--- src/logic/brb_pkg.sv ---
// How it works
// Addresses 0x0000 to 0x0E3F are decoded, each one selecting a single byte.
// Multi-byte values keep their least significant bit in bit 0 of the lowest address.
// Storage-sequence bytes 0x0E10 to 0x0E3F are plain bytes, outside the low-first convention.
// A buffered value behind an active copy acts only after an update copies it.
// A buffered register wired straight to its function acts as soon as written.
// An update comes from writing 1 to bit 0 of 0x0005 or from the update pin.
// Live registers act at once on write, with no update needed.
// Serial-class transfers follow the serial port clock or the driving pin.
// System-class transfers follow the system clock divided by 32.
// Readback shows the active copy when 0x0004 bit 0 is 0, buffered when 1.
// A read-only active register shows new contents only after an update captures them.
// An autoclear bit acts after an update and clears when its action finishes.
// When several access classes apply, the strictest one at that moment wins.
// Denied or absent registers read as zero and ignore writes.
// Serial port or storage controller, one at a time; a busy controller owns everything but serial reads of read-only registers.
// Read-only registers stay readable from the serial port even while the controller is busy.
// Excluded and read-only registers never move to or from the storage controller.
// The host writes default values into unused and reserved bits.
// Writes to absent addresses change nothing.
// The host sends the 16-bit address high byte first after the slave address.
// Reset loads every copy with its default; update and readback bits read zero.
// The update request crosses two flops and clears only after its transfer.
package brb_pkg;
	localparam logic [15:0] ADR_PORT_CFG  = 16'h0000;
	localparam logic [15:0] ADR_RSVD_ONE  = 16'h0001;
	localparam logic [15:0] ADR_REVISION  = 16'h0002;
	localparam logic [15:0] ADR_PART_ID   = 16'h0003;
	localparam logic [15:0] ADR_RB_SEL    = 16'h0004;
	localparam logic [15:0] ADR_XFER_TRIG = 16'h0005;
	localparam logic [15:0] ADR_S_CTL     = 16'h0100;
	localparam logic [15:0] ADR_DIRECT    = 16'h0101;
	localparam logic [15:0] ADR_ACTION    = 16'h0102;
	localparam logic [15:0] ADR_C_LO      = 16'h0103;
	localparam logic [15:0] ADR_C_HI      = 16'h0104;
	localparam logic [15:0] ADR_STATUS    = 16'h0105;
	localparam logic [15:0] ADR_PIN_ZERO  = 16'h0200;
	localparam logic [15:0] ADR_SEQ_FIRST = 16'h0e10;
	localparam logic [15:0] ADR_SEQ_LAST  = 16'h0e3f;
	localparam int          SEQ_DEPTH     = 48;
	localparam int          SEQ_IDX_W     = 6;

	localparam logic [7:0]  RST_PORT_CFG  = 8'h10;
	localparam logic [7:0]  RST_RB_SEL    = 8'h00;
	localparam logic [7:0]  RST_S_CTL     = 8'h00;
	localparam logic [7:0]  RST_DIRECT    = 8'h00;
	localparam logic [15:0] RST_C_PARAM   = 16'h0000;
	localparam logic [7:0]  RST_PIN_ZERO  = 8'h00;
	localparam logic [7:0]  RST_SEQ       = 8'h00;

	localparam int          BIT_RB_SEL    = 0;
	localparam int          BIT_XFER      = 0;
	localparam int          BIT_ACTION    = 0;
	localparam int          BIT_PIN_UPD   = 0;

	localparam int          SYS_DIV       = 32;
	localparam int          DIV_W         = 5;
	localparam logic [4:0]  DIV_LAST      = 5'(SYS_DIV - 1);

	typedef enum logic [3:0] {
		UPD_IDLE   = 4'b0001,
		UPD_CWAIT  = 4'b0010,
		UPD_DRAIN1 = 4'b0100,
		UPD_DRAIN2 = 4'b1000
	} brb_upd_t;
endpackage

--- src/logic/brb_bank.sv ---
`timescale 1ns/1ps
module brb_bank import brb_pkg::*; #(
	// Identification bytes; the values are arbitrary.
	parameter logic [7:0] REVISION_CODE = 8'h5a,
	parameter logic [7:0] PART_CODE     = 8'ha5
) (
	// Clock, reset, enable
	input  wire logic        clk,
	input  wire logic        rst,
	input  wire logic        ce,
	// Serial port side
	input  wire logic        sp_rd,
	input  wire logic        sp_wr,
	input  wire logic [15:0] sp_addr,
	input  wire logic [7:0]  sp_wdata,
	output logic      [7:0]  sp_rdata,
	output logic             sp_rvalid,
	// Storage controller side
	input  wire logic        ee_busy,
	input  wire logic        ee_rd,
	input  wire logic        ee_wr,
	input  wire logic [15:0] ee_addr,
	input  wire logic [7:0]  ee_wdata,
	output logic      [7:0]  ee_rdata,
	output logic             ee_rvalid,
	// Pin and internal functions
	input  wire logic        multifunction_pin_zero,
	input  wire logic        action_done,
	input  wire logic [7:0]  status_in,
	output logic      [7:0]  port_cfg,
	output logic      [7:0]  s_ctl_act,
	output logic      [7:0]  direct_out,
	output logic             action_act,
	output logic      [15:0] c_param_act,
	output logic             update_busy
);
	// Live registers.
	logic [7:0]  port_cfg_r;
	logic [7:0]  rb_sel_r;
	logic [7:0]  pin_zero_r;
	logic        xfer_req_r;
	logic [7:0]  seq_r [SEQ_DEPTH];
	// Buffered and active copies.
	logic [7:0]  s_ctl_buf_r;
	logic [7:0]  s_ctl_act_r;
	logic [7:0]  direct_r;
	logic        action_buf_r;
	logic        action_act_r;
	logic [15:0] c_buf_r;
	logic [15:0] c_act_r;
	logic [7:0]  status_act_r;
	// Update path.
	logic        pin_s1_r;
	logic        pin_s2_r;
	logic        pin_s3_r;
	logic        req_s1_r;
	logic        req_s2_r;
	logic        c_stage_r;
	logic [DIV_W-1:0] div_r;
	brb_upd_t    upd_r;
	brb_upd_t    upd_nxt;
	// Read answers.
	logic [7:0]  sp_rdata_r;
	logic        sp_rvalid_r;
	logic [7:0]  ee_rdata_r;
	logic        ee_rvalid_r;

	function automatic logic is_seq(input logic [15:0] a);
		is_seq = (a >= ADR_SEQ_FIRST) && (a <= ADR_SEQ_LAST);
	endfunction

	function automatic logic is_ro(input logic [15:0] a);
		is_ro = (a == ADR_REVISION) || (a == ADR_PART_ID) || (a == ADR_STATUS);
	endfunction

	// Registers kept away from the storage controller, read-only ones included.
	function automatic logic is_ee_excl(input logic [15:0] a);
		is_ee_excl = (a <= ADR_XFER_TRIG) || is_seq(a) || is_ro(a);
	endfunction

	function automatic logic [SEQ_IDX_W-1:0] seq_idx(input logic [15:0] a);
		logic [15:0] d;
		d = a - ADR_SEQ_FIRST;
		seq_idx = d[SEQ_IDX_W-1:0];
	endfunction

	// Readback mux; anything unmapped reads as zero.
	function automatic logic [7:0] rd_byte(input logic [15:0] a, input logic sel_buf);
		rd_byte = 8'h00;
		if (is_seq(a)) begin
			rd_byte = seq_r[seq_idx(a)];
		end
		case (a)
			ADR_PORT_CFG:  rd_byte = port_cfg_r;
			ADR_REVISION:  rd_byte = REVISION_CODE;
			ADR_PART_ID:   rd_byte = PART_CODE;
			ADR_RB_SEL:    rd_byte = rb_sel_r;
			ADR_XFER_TRIG: rd_byte = {7'h00, xfer_req_r};
			ADR_S_CTL:     rd_byte = sel_buf ? s_ctl_buf_r : s_ctl_act_r;
			ADR_DIRECT:    rd_byte = direct_r;
			ADR_ACTION:    rd_byte = {7'h00, sel_buf ? action_buf_r : action_act_r};
			ADR_C_LO:      rd_byte = sel_buf ? c_buf_r[7:0] : c_act_r[7:0];
			ADR_C_HI:      rd_byte = sel_buf ? c_buf_r[15:8] : c_act_r[15:8];
			ADR_STATUS:    rd_byte = status_act_r;
			ADR_PIN_ZERO:  rd_byte = pin_zero_r;
			default:       rd_byte = rd_byte;
		endcase
	endfunction

	// Access arbitration: a busy controller owns the bank but for serial reads of read-only bytes; idle it has no access at all.
	wire        sel_buf   = rb_sel_r[BIT_RB_SEL];
	wire        in_map    = sp_addr <= ADR_SEQ_LAST;
	wire        sp_wr_ok  = sp_wr && !ee_busy && in_map;
	wire        ee_wr_ok  = ee_wr && ee_busy && !is_ee_excl(ee_addr);
	wire        wr_en     = sp_wr_ok || ee_wr_ok;
	wire [15:0] wr_addr   = ee_busy ? ee_addr : sp_addr;
	wire [7:0]  wr_data   = ee_busy ? ee_wdata : sp_wdata;
	wire        sp_rd_ok  = !ee_busy || is_ro(sp_addr);
	logic [7:0] sp_byte;
	logic [7:0] ee_byte;

	// The readback function reads bank flops that are not its arguments.
	// A process sees them change; a continuous assignment would go stale.
	always_comb begin
		sp_byte = 8'h00;
		ee_byte = 8'h00;
		if (sp_rd_ok) begin
			sp_byte = rd_byte(sp_addr, sel_buf);
		end
		if (ee_busy && !is_ee_excl(ee_addr)) begin
			ee_byte = rd_byte(ee_addr, sel_buf);
		end
	end

	// Writes to read-only, reserved or absent addresses match nothing below.
	wire        wr_cfg    = wr_en && (wr_addr == ADR_PORT_CFG);
	wire        wr_rbsel  = wr_en && (wr_addr == ADR_RB_SEL);
	wire        wr_trig   = wr_en && (wr_addr == ADR_XFER_TRIG) && wr_data[BIT_XFER];
	wire        wr_sctl   = wr_en && (wr_addr == ADR_S_CTL);
	wire        wr_direct = wr_en && (wr_addr == ADR_DIRECT);
	wire        wr_action = wr_en && (wr_addr == ADR_ACTION);
	wire        wr_clo    = wr_en && (wr_addr == ADR_C_LO);
	wire        wr_chi    = wr_en && (wr_addr == ADR_C_HI);
	wire        wr_pin    = wr_en && (wr_addr == ADR_PIN_ZERO);
	wire        wr_seq    = wr_en && is_seq(wr_addr);

	// The pin is only compared after two flops; the third flop gives the edge.
	wire        pin_edge  = pin_s2_r && !pin_s3_r && pin_zero_r[BIT_PIN_UPD];
	wire        div_tick  = div_r == DIV_LAST;
	wire        s_xfer    = (upd_r == UPD_IDLE) && req_s2_r;
	wire        c_xfer    = (upd_r == UPD_CWAIT) && div_tick && c_stage_r;
	wire        xfer_set  = wr_trig || pin_edge;

	always_comb begin
		upd_nxt = upd_r;
		case (upd_r)
			UPD_IDLE:   if (req_s2_r) begin
				upd_nxt = UPD_CWAIT;
			end
			UPD_CWAIT:  if (c_xfer) begin
				upd_nxt = UPD_DRAIN1;
			end
			// The drain lets the cleared request reach the far flop before a new look.
			UPD_DRAIN1: upd_nxt = UPD_DRAIN2;
			UPD_DRAIN2: upd_nxt = UPD_IDLE;
			default:    upd_nxt = UPD_IDLE;
		endcase
	end

	always_ff @(posedge clk) begin
		if (rst) begin
			upd_r       <= UPD_IDLE;
			div_r       <= '0;
			pin_s1_r    <= 1'b0;
			pin_s2_r    <= 1'b0;
			pin_s3_r    <= 1'b0;
			req_s1_r    <= 1'b0;
			req_s2_r    <= 1'b0;
			c_stage_r   <= 1'b0;
			xfer_req_r  <= 1'b0;
		end else if (ce) begin
			upd_r       <= upd_nxt;
			div_r       <= div_r + 1'b1;
			pin_s1_r    <= multifunction_pin_zero;
			pin_s2_r    <= pin_s1_r;
			pin_s3_r    <= pin_s2_r;
			req_s1_r    <= xfer_req_r;
			req_s2_r    <= req_s1_r;
			if (upd_r != UPD_CWAIT) begin
				c_stage_r <= 1'b0;
			end else if (div_tick) begin
				c_stage_r <= 1'b1;
			end
			// A new request in the clearing cycle survives.
			if (xfer_set) begin
				xfer_req_r <= 1'b1;
			end else if (c_xfer) begin
				xfer_req_r <= 1'b0;
			end
		end
	end

	always_ff @(posedge clk) begin
		if (rst) begin
			port_cfg_r  <= RST_PORT_CFG;
			rb_sel_r    <= RST_RB_SEL;
			pin_zero_r  <= RST_PIN_ZERO;
			direct_r    <= RST_DIRECT;
			s_ctl_buf_r <= RST_S_CTL;
			c_buf_r     <= RST_C_PARAM;
		end else if (ce) begin
			if (wr_cfg) begin
				port_cfg_r <= wr_data;
			end
			if (wr_rbsel) begin
				rb_sel_r <= wr_data;
			end
			if (wr_pin) begin
				pin_zero_r <= wr_data;
			end
			if (wr_direct) begin
				direct_r <= wr_data;
			end
			if (wr_sctl) begin
				s_ctl_buf_r <= wr_data;
			end
			if (wr_clo) begin
				c_buf_r[7:0] <= wr_data;
			end
			if (wr_chi) begin
				c_buf_r[15:8] <= wr_data;
			end
		end
	end

	always_ff @(posedge clk) begin
		if (rst) begin
			s_ctl_act_r  <= RST_S_CTL;
			c_act_r      <= RST_C_PARAM;
			status_act_r <= 8'h00;
			action_buf_r <= 1'b0;
			action_act_r <= 1'b0;
		end else if (ce) begin
			if (s_xfer) begin
				s_ctl_act_r <= s_ctl_buf_r;
			end
			if (c_xfer) begin
				c_act_r      <= c_buf_r;
				status_act_r <= status_in;
			end
			// A fresh write or transfer wins over a finishing action.
			if (wr_action) begin
				action_buf_r <= wr_data[BIT_ACTION];
			end else if (action_done) begin
				action_buf_r <= 1'b0;
			end
			if (s_xfer && action_buf_r) begin
				action_act_r <= 1'b1;
			end else if (action_done) begin
				action_act_r <= 1'b0;
			end
		end
	end

	// The storage-sequence bytes are one flop array, one write port.
	genvar gi;
	generate
		for (gi = 0; gi < SEQ_DEPTH; gi++) begin : g_seq
			always_ff @(posedge clk) begin
				if (rst) begin
					seq_r[gi] <= RST_SEQ;
				end else if (ce && wr_seq && (seq_idx(wr_addr) == SEQ_IDX_W'(gi))) begin
					seq_r[gi] <= wr_data;
				end
			end
		end
	endgenerate

	always_ff @(posedge clk) begin
		if (rst) begin
			sp_rdata_r  <= 8'h00;
			sp_rvalid_r <= 1'b0;
			ee_rdata_r  <= 8'h00;
			ee_rvalid_r <= 1'b0;
		end else if (ce) begin
			sp_rvalid_r <= sp_rd;
			ee_rvalid_r <= ee_rd;
			if (sp_rd) begin
				sp_rdata_r <= sp_byte;
			end
			if (ee_rd) begin
				ee_rdata_r <= ee_byte;
			end
		end
	end

	assign sp_rdata    = sp_rdata_r;
	assign sp_rvalid   = sp_rvalid_r;
	assign ee_rdata    = ee_rdata_r;
	assign ee_rvalid   = ee_rvalid_r;
	assign port_cfg    = port_cfg_r;
	assign s_ctl_act   = s_ctl_act_r;
	assign direct_out  = direct_r;
	assign action_act  = action_act_r;
	assign c_param_act = c_act_r;
	assign update_busy = xfer_req_r;
endmodule

--- config.mk ---
export PLATFORM = sky130hd
export DESIGN_NAME = brb_bank
export DESIGN_NICKNAME = d
export VERILOG_FILES = /design/src/logic/brb_pkg.sv /design/src/logic/brb_bank.sv
export SDC_FILE = /design/constraint.sdc
export NUM_CORES = 1
export LEC_CHECK = 0
export ABC_AREA = 1
export BUFFER_PORTS_ARGS = -buffer_cell sky130_fd_sc_hd__buf_2
export CAP_MARGIN = 10
export CORE_ASPECT_RATIO = 0.75
export CORE_MARGIN = 8
export CORE_UTILIZATION = 56
export CTS_CLUSTER_SIZE = 28
export DETAILED_ROUTE_END_ITERATION = 8
export PLACE_DENSITY = 0.74
export SLEW_MARGIN = 5
export SYNTH_ARGS = -nofsm -noshare
export SYNTH_HDL_FRONTEND = slang
export SYNTH_SLANG_ARGS = --single-unit
export TNS_END_PERCENT = 5
--- constraint.sdc ---
create_clock -name clk -period 4.3 [get_ports clk]
set_input_delay 0.43 -clock clk [delete_from_list [all_inputs] [get_ports clk]]
set_output_delay 0.43 -clock clk [all_outputs]
set_load 0.01 [all_outputs]
---- After elaboration in Yosys (flattened, before gate mapping) ----
Memories as Yosys holds them, arrays and structs flattened.
Cells that the tools add are included.
storage, ports and cells
  word-level logic and storage cells ...... 495
  output and inout port bits .............. 60
  memories kept ........................... 1
  RAM bits ................................ 384
  input bits .............................. 66
  bits in registers ....................... 124
memory list
  memory  depth  width  read ports  clocked after Yosys merged registers in  wr ports  RTL line        text
  seq_r   48     8      2           0                                        48        brb_bank.sv:42  logic [7:0] seq_r [SEQ_DEPTH];
cells by class
  bitwise logic cells ..................... 48
  magnitude comparators ................... 7
  reductions and logical operators ........ 110
  equal/unequal tests ..................... 84
  multiplexer cells ....................... 216
  $add $sub $neg .......................... 4
operators with widths
  operator                                                           number
  two-way mux 8 bit                                                  56
  equality test 16 x 9 -> 1 bit (second input constant)              17
  case mux 8 bit (12 select lines)                                   2
  two-way mux 1 bit                                                  154
  equality test 16 x 3 -> 1 bit (second input constant)              6
  equality test 6 x 5 -> 1 bit (second input constant)               16
  equality test 6 bit (second input constant)                        16
  logical AND 1 bit                                                  74
  equality test 16 x 2 -> 1 bit (second input constant)              4
  equality test 16 x 10 -> 1 bit (second input constant)             3
  equality test 6 x 4 -> 1 bit (second input constant)               8
  >= comparator 16 x 12 -> 1 bit (second input constant)             3
  less-or-equal comparator 16 x 12 -> 1 bit (second input constant)  3
  logical NOT 16 bit                                                 3
  bitwise OR 1 bit                                                   48
  AND reduction 2 bit                                                15
  equality test 6 x 3 -> 1 bit (second input constant)               4
  subtractor 6 x 5 -> 6 bit (second input constant)                  3
  less-or-equal comparator 16 x 3 -> 1 bit (second input constant)   1
  two-way mux 16 bit                                                 1
  equality test 6 x 2 -> 1 bit (second input constant)               2
  case mux 4 bit (3 select lines)                                    1
  logical OR 1 bit                                                   9
  two-way mux 4 bit                                                  2
  12 further kinds                                                   18

---- Logic depth before layout (Yosys ltp) ----
Gate-level depths: netlist of run 1.
  word-level depth ........................ 14
  depth in mapped cells ................... 17
  mapped depth without buffers ............ 15

---- Least setup slack after synthesis of run 1 ----
Ideal clock, no wire load.
  path type ............................... input-to-reg
  start point ............................. input ee_addr[4]
  end point ............................... memory seq_r[22][0], enable pin
  path buffers ............................ 1
  required time ........................... 3.971 ns
  data arrival time ....................... 2.165 ns
  cell stages on the path ................. 16
  setup time .............................. 0.329 ns
  setup slack ............................. 1.807 ns
  cells stage by stage .................... inv_1 -> ha_1 -> nand2_2 -> inv_2 -> nand2_2 -> nor2_4 -> nand2_2 -> nand2_1 -> nor2_2 -> nand3_2 -> nand2_4 -> nand2_8 -> nor2_8 -> buf_2 -> nand2_1 -> nand2_1
RTL lines
  what                RTL line        text
  start: declaration  brb_bank.sv:22  input wire logic [15:0] ee_addr,
  end: declaration    brb_bank.sv:42

==> results of run 1 <==
power by group:
| part | leakage, uW | internal [uW] | switching [uW] |
|---|---|---|---|
| combinational | 0.00574 | 229 | 801 |
| sequential | 0.00465 | 5460 | 77.9 |
| clock | 0.000850 | 2710 | 1950 |
cell usage after synthesis, types with 10 or more instances:
cell / count
nor2_1: 938
inv_1: 160
dfxtp_1: 124
o21ai_1: 39
or2_2: 11
clkbuf_1: 95
nand3_4: 44
nor2_2: 56
inv_2: 10
o21ai_0: 137
nand3_1: 184
nand2_1: 445
nor3_1: 26
a31oi_1: 19
o22ai_1: 37
nand4_1: 27
a21oi_1: 91
edfxtp_1: 384
buf_2: 53
metrics by stage:
stage	area [sq um]	worst slack, ns	total power [uW]
2_1_floorplan	25300	1.81	6200
3_3_place_gp	26500	1.03	6620
3_5_place_dp	26500	0.922	6640
4_1_cts	28300	1.56	11200
5_1_grt	28300	1.31	11500
6_report	28300	1.51	11200
sequential cells by signal, indices dropped and copies added, names as in the netlist, 4 cells and up:
name          cells
sp_rdata          8
ee_rdata          8
port_cfg          8
c_param_act      16
rb_sel_r          8
s_ctl_act         8
s_ctl_buf_r       8
status_act_r      8
pin_zero_r        8
c_buf_r          16
upd_r             4
direct_out        8
div_r             5
seq_r           384
worst max-delay path: stages:
cell	delay (ns)
buf_2	0.39
buf_4	0.36
o21ai_1	0.25
nor3_2	0.21
nand3_1	0.16
nor2_4	0.20
nand2_8	0.11
nor2_8	0.48
nand2_1	0.11
nand2_1	0.31
path summary, 6_finish.rpt:
kind         slack [ns]                          to  cells after the start                      from
max                1.51  seq_r[22][2]$_SDFFCE_PN0P_                     10                   ee_busy
min                0.07       pin_s1_r$_SDFFE_PP0P_                      3    multifunction_pin_zero
max reg2reg        1.84    sp_rdata[3]$_SDFFE_PP0P_                     10  rb_sel_r[0]$_SDFFE_PP0P_
min reg2reg        0.46       pin_s3_r$_SDFFE_PP0P_                      2     pin_s3_r$_SDFFE_PP0P_
routing by layer:
layer | vias up | part of all wire (%) | global-route usage (%)
li1 | 9946 | - | -
met1 | 10300 | 41 | 46.0
met2 | 1312 | 42 | 45.5
met3 | 201 | 14 | 10.1
met4 | 4 | 3.0 | 10.1
met5 | - | 0.026 | 0
cell families after synthesis:
family / Yosys count
buffers and inverters: 339
adder cells (fa/ha/maj): 7
AO/OA/AOI/OAI: 336
multiplexers: 1
flip-flops: 508
AND/OR/NAND/NOR: 1765
area by class of cell:
cell class,instances,area [sq um]
sequential,508,14000
multi-input combinational,2109,9940
fill,3788,16300
timing repair buffer,192,1190
tap,586,733
antenna,3,7.51
clock inverter,27,340
clock buffer,65,1390
inverter,171,649
placed cells by master, fill, tap and decap left out, drive strengths merged, types with 2 or more instances in the layout:
cell,n
inv,173
nand3b,2
nand3,232
a31oi,19
nand4,27
a21oi,91
bufinv,7
dfxtp,124
clkbuf,65
ha,7
edfxtp,384
or2,12
buf,192
and3,3
o22ai,37
o211ai,2
nor2,1001
clkinv,17
o211a,3
nor3,34
nand2,453
o21ai,180
diode,3
==> metrics.txt, run 1 <==
Total Die Area 0.0523 sq mm; final worst-path cycle share 64.9%; height of the chip 200 um; post-route minimum period 2.79 ns; die width 261 um; compound-cell area share of the yosys netlist 7.12%; starting DRC count in detailed routing 2917; run status finished, final reports clean; XOR/XNOR Fraction of Synth Area 0%; wirelength, routed 85000 um; NumNets Final 3105; core region area 0.0446 sq mm; clock buffers created by TritonCTS 50; flip-flop and latch count after synthesis 508; count of buffers inserted at the top-level ports 125; Syn Std Cell Area 0.0253 sq mm; Yosys Warn Count 0; final weighted congestion of routability-driven global placement 1.07; number of placed I/O pins 126; Crit. End Element flip-flop; antenna violation net count after detailed routing 0; clock input transition at the sequential cells of the worst setup and hold paths 0.06 ns; maximum net fanout on the critical path 29; initial standard-cell utilization of the core 56.7%; hold_buf cts 0; LEAKAGE 0.0112 uW; maximum VDD drop 0.355 mV; RSZ-0062 raised after global routing false; hold slack 0.0720 ns; largest net degree at the start of global routing 78; average cell area after synthesis 8.56 sq um; tightest slew margin relative to the limit 14.4%; count of endpoints failing setup in the final report 0; First-pass DRT Iterations 7; root buffer cell clkbuf_16; Simple-Gate Fraction of Synth Area 31.4%; Placement Rows 67; max-capacitance violation count 0; cell types occupying the most area after synthesis edfxtp_1 46%, nor2_1 14%, dfxtp_1 9.8%; number of cells in the finished layout apart from fillers 3661; Final Hold Violating Endpoints 0; combinational family with the most area after synthesis simple AND/OR/NAND/NOR gates; Synth Flop Type edfxtp_1; power per cell area 398 mW/mm^2; path type of the worst setup path primary input to flip-flop; placed wire-length estimate after detailed placement 60000 um; sequential area share after synthesis 55.4%; H-tree levels 2; adder-cell share of the synthesized area 0.346%; vias after detailed routing 21.7k; detail-routed net length per standard cell 23.2 um; clock insertion delay at the later pin of the skew report 0.61 ns; post-CTS setup buffer count 0; fraction of final layout cells with drive strength greater than 1 14.2%; final core area utilization 63.4%; Least-Margin Pin Slew 1.27 ns; global-route wire length before repair 124000 um; share of the synthesized area in the top cell type 45.6%; maximum number of buffers from clock root to sink 3; GRT Overall Usage 31.9%; detailed-route vias per instance 5.93; number of clock sinks 508; crit path launch type primary input; share of cell area taken by muxes after synthesis 0.0396%; Final Max Slew Viols 0; number of antenna violations at the first check in global routing 5; vias in the first global route 20.4k; cts repair resizes 0; setup tns final 0 ns; upper clock frequency limit 358 MHz; fraction of registers with async set/reset 0%; Layout Skew 0.0167 ns; CTS tree yes; data arrival time of the critical path 3.05 ns; Yosys cell types 45; dominant cell type by area after synthesis edfxtp_1; total instance count after detailed placement 3566; net count after synthesis 3029; Congestion Overflow GR 0; signed area change from the synthesized netlist to the final layout 11.7%; critical path data required time 4.56 ns; DR DRC count 0; Syn Inst Count 2956; number of flops mapped to enable cells by yosys 384; Min-Delay Path Class primary input to flip-flop
Power figures use the tool's default switching activity.
==> run 2, diff against run 1 <==
Settings changed: ABC_AREA 1 to 0, PLACE_DENSITY 0.74 to 0.77.
Clock period 4.3 ns to 2.46 ns, I/O delays scaled along.
==> run 2 against run 1 <==
Effect of this change: synthesized cell count is 31% lower; routed wire length decreased by 0.34%; highest routed layer unchanged; non-clock buffer count rose by 227; critical endpoint is now sp_rdata[1]$_SDFFE_PP0P_; sequential power up 75%; critical path type is now flip-flop to flip-flop; worst hold slack improved by 0.0049 ns.
==> metrics.txt, run 2 <==
run status finished, final reports clean; count of buffers inserted at the top-level ports 125; flip-flop and latch count after synthesis 508; crit path launch type flip-flop; total instance count after detailed placement 2814; maximum VDD drop 0.589 mV; number of flops mapped to enable cells by yosys 384; dominant cell type by area after synthesis edfxtp_1; register-to-register setup slack 0.07 ns; hold slack 0.0769 ns; average cell area after synthesis 12.1 sq um; initial standard-cell utilization of the core 56.9%; max reg flops 384; detail-routed net length per standard cell 29.0 um; clock insertion delay at the later pin of the skew report 0.60 ns; Synth Flop Type edfxtp_1; Total Die Area 0.0512 sq mm; commonest cells after routing, fill and taps aside 409 x nor3_1, 384 x edfxtp_1, 241 x buf_4; Yosys Warn Count 0; signed area change from the synthesized netlist to the final layout 21.3%; critical path data required time 2.94 ns; setup tns final 0 ns; share of the synthesized area in the top cell type 46.6%; height of the chip 198 um; DR DRC count 0; Crit. End Element flip-flop; capturing instance or port of the critical path sp_rdata[1]$_SDFFE_PP0P_; launch instance of the worst register-to-register path seq_r[31][1]$_SDFFCE_PN0P_; Congestion Overflow GR 0; net count after synthesis 2118; Yosys cell types 86; core region area 0.0434 sq mm; vias in the first global route 19.2k; Min-Delay Path Class primary input to flip-flop; Pwr Total 19300 uW; power per cell area 643 mW/mm^2; cell at the slowest stage of the critical path mux4_2; most frequent standard cell in the layout excluding fill and tap cells nor3_1; GRT Overall Usage 32.7%; Final Max Slew Viols 0; upper clock frequency limit 419 MHz; maximum number of buffers from clock root to sink 3; leading cell types by count after synthesis 409 x nor3_1, 384 x edfxtp_1, 169 x clkbuf_1; largest incremental delay on the critical path 0.48 ns; clock buffers created by TritonCTS 49; vias after detailed routing 20.1k; max-capacitance violation count 0; First-pass DRT Iterations 7; R2R depth 7; RSZ-0062 raised after global routing false; final weighted congestion of routability-driven global placement 0.999; number of antenna violations at the first check in global routing 3; global-route wire length before repair 126000 um; most frequent cell after synthesis nor3_1; die width 259 um; Placement Rows 66; sequential area share after synthesis 56.7%; largest net degree at the start of global routing 65; starting DRC count in detailed routing 3289; LEAKAGE 0.0102 uW; wirelength, routed 84700 um; maximum net fanout on the critical path 1; Worst Slack Setup Final 0.0725 ns; root buffer cell clkbuf_16; placed wire-length estimate after detailed placement 60700 um; path type of the worst setup path flip-flop to flip-flop; ordered list of cells on the worst path mux4_2 -> mux2_2 -> and3_1 -> nor4_1 -> buf_4 -> o41ai_1 -> a22o_1; endpoint of the most critical register-to-register path sp_rdata[1]$_SDFFE_PP0P_; NumNets Final 2371; tightest slew margin relative to the limit 33.6%; number of cells in the finished layout apart from fillers 2916; number of placed I/O pins 126; post-route minimum period 2.39 ns; detailed-route vias per instance 6.91; timing startpoint of the critical path seq_r[31][1]$_SDFFCE_PN0P_; fraction of final layout cells with drive strength greater than 1 29.9%; Placement Setup Slack -0.388 ns; CTS tree yes; fraction of registers with async set/reset 0%; data arrival time of the critical path 2.86 ns; layout filler cell count 3084; Least-Margin Pin Slew 0.976 ns; register containing the most flip-flops in the final layout seq_r; Layout Skew 0.0284 ns; clock input transition at the sequential cells of the worst setup and hold paths 0.07 ns; number of clock sinks 508; Final Hold Violating Endpoints 0; H-tree levels 2; count of endpoints failing setup in the final report 0; final worst-path cycle share 97.1%; Syn Inst Count 2045; cell types occupying the most area after synthesis edfxtp_1 47%, dfxtp_1 10%, mux4_2 8.5%; Syn Std Cell Area 0.0247 sq mm; count of antenna diodes in the layout 0; antenna violation net count after detailed routing 0
==> run 2: layout make-up <==
| class | count | area, sq um | area share [%] |
|---|---|---|---|
| repair buffers | 419 | 3420 | 11.4 |
| well taps | 578 | 723 | 2.41 |
| inverters | 16 | 60.1 | 0.200 |
| multi-input cells | 1304 | 10200 | 34.0 |
| clock buffers | 57 | 1290 | 4.30 |
| clock inverters | 34 | 284 | 0.947 |
| flip-flops and latches | 508 | 14000 | 46.7 |
==> run 2: routing by layer <==
layer	track usage (%)	wire length [um]	up-vias
met5	0	13	-
met4	8.78	2620	2
met3	11.0	13700	238
met2	47.0	35700	1655
met1	47.0	32700	9829
li1	-	-	8417
==> run 2: cells by family (layout without fill, tap and decap cells) <==
| kind of cell | after synthesis | after routing | share of synthesized area, % |
|---|---|---|---|
| buf+inv | 233 | 526 | 3.88 |
| fa+ha+maj | 7 | 7 | 0.354 |
| compound gates | 282 | 282 | 8.28 |
| simple gates | 795 | 795 | 17.1 |
| mux | 216 | 216 | 13.6 |
| xor+xnor | 4 | 4 | 0.142 |
| flops | 508 | 508 | 56.7 |
==> run 2: critical path, delay by kind of cell (launching register included) <==
| kind | cells | cell delay (ns) |
|---|---|---|
| AOI/OAI and AO/OA | 2 | 0.33 |
| buffers and inverters | 1 | 0.19 |
| DFF | 1 | 0.40 |
| muxes | 2 | 0.81 |
| and+or+nand+nor | 2 | 0.57 |
==> run 2: power by group <==
group / switching [uW] / total (uW) / internal, uW / leakage, uW
Combinational: 1240 / 2080 / 845 / 0.00475
Sequential: 166 / 9690 / 9520 / 0.00464
Clock: 3390 / 7490 / 4100 / 0.000764
==> run 2: what timing repair did <==
action / in CTS / in global routing
buffers inserted: 0 / 0
endpoints found under the setup margin: 0 / 1
hold endpoints to repair: 11 / 0
resized for setup: 0 / 1
hold buffers: 11 / 0
==> run 2: through the flow <==
step | utilization, % | cell area, sq um
final | 69.0 | 30000
after global routing | 69.0 | 30000
after CTS | 69.0 | 30000
after detailed placement | 65.1 | 28300
after global placement | 65.1 | 28300
after floorplan | - | 25100
==> run 2: worst min path at each step <==
stage | startpoint | to | slack, ns | cells past startpoint
detailed placement | ee_rdata[7]$_SDFFE_PP0P_ | ee_rdata[7]$_SDFFE_PP0P_ | 0.44 | 2
global placement | ee_rdata[5]$_SDFFE_PP0P_ | ee_rdata[5]$_SDFFE_PP0P_ | 0.43 | 2
CTS | rst | c_param_act[7]$_SDFFE_PP0P_ | 0.04 | 2
finish | rst | c_param_act[7]$_SDFFE_PP0P_ | 0.08 | 2
global route | rst | c_param_act[7]$_SDFFE_PP0P_ | 0.08 | 2
floorplan | status_in[0] | status_act_r[0]$_SDFFE_PP0P_ | 0.38 | 2
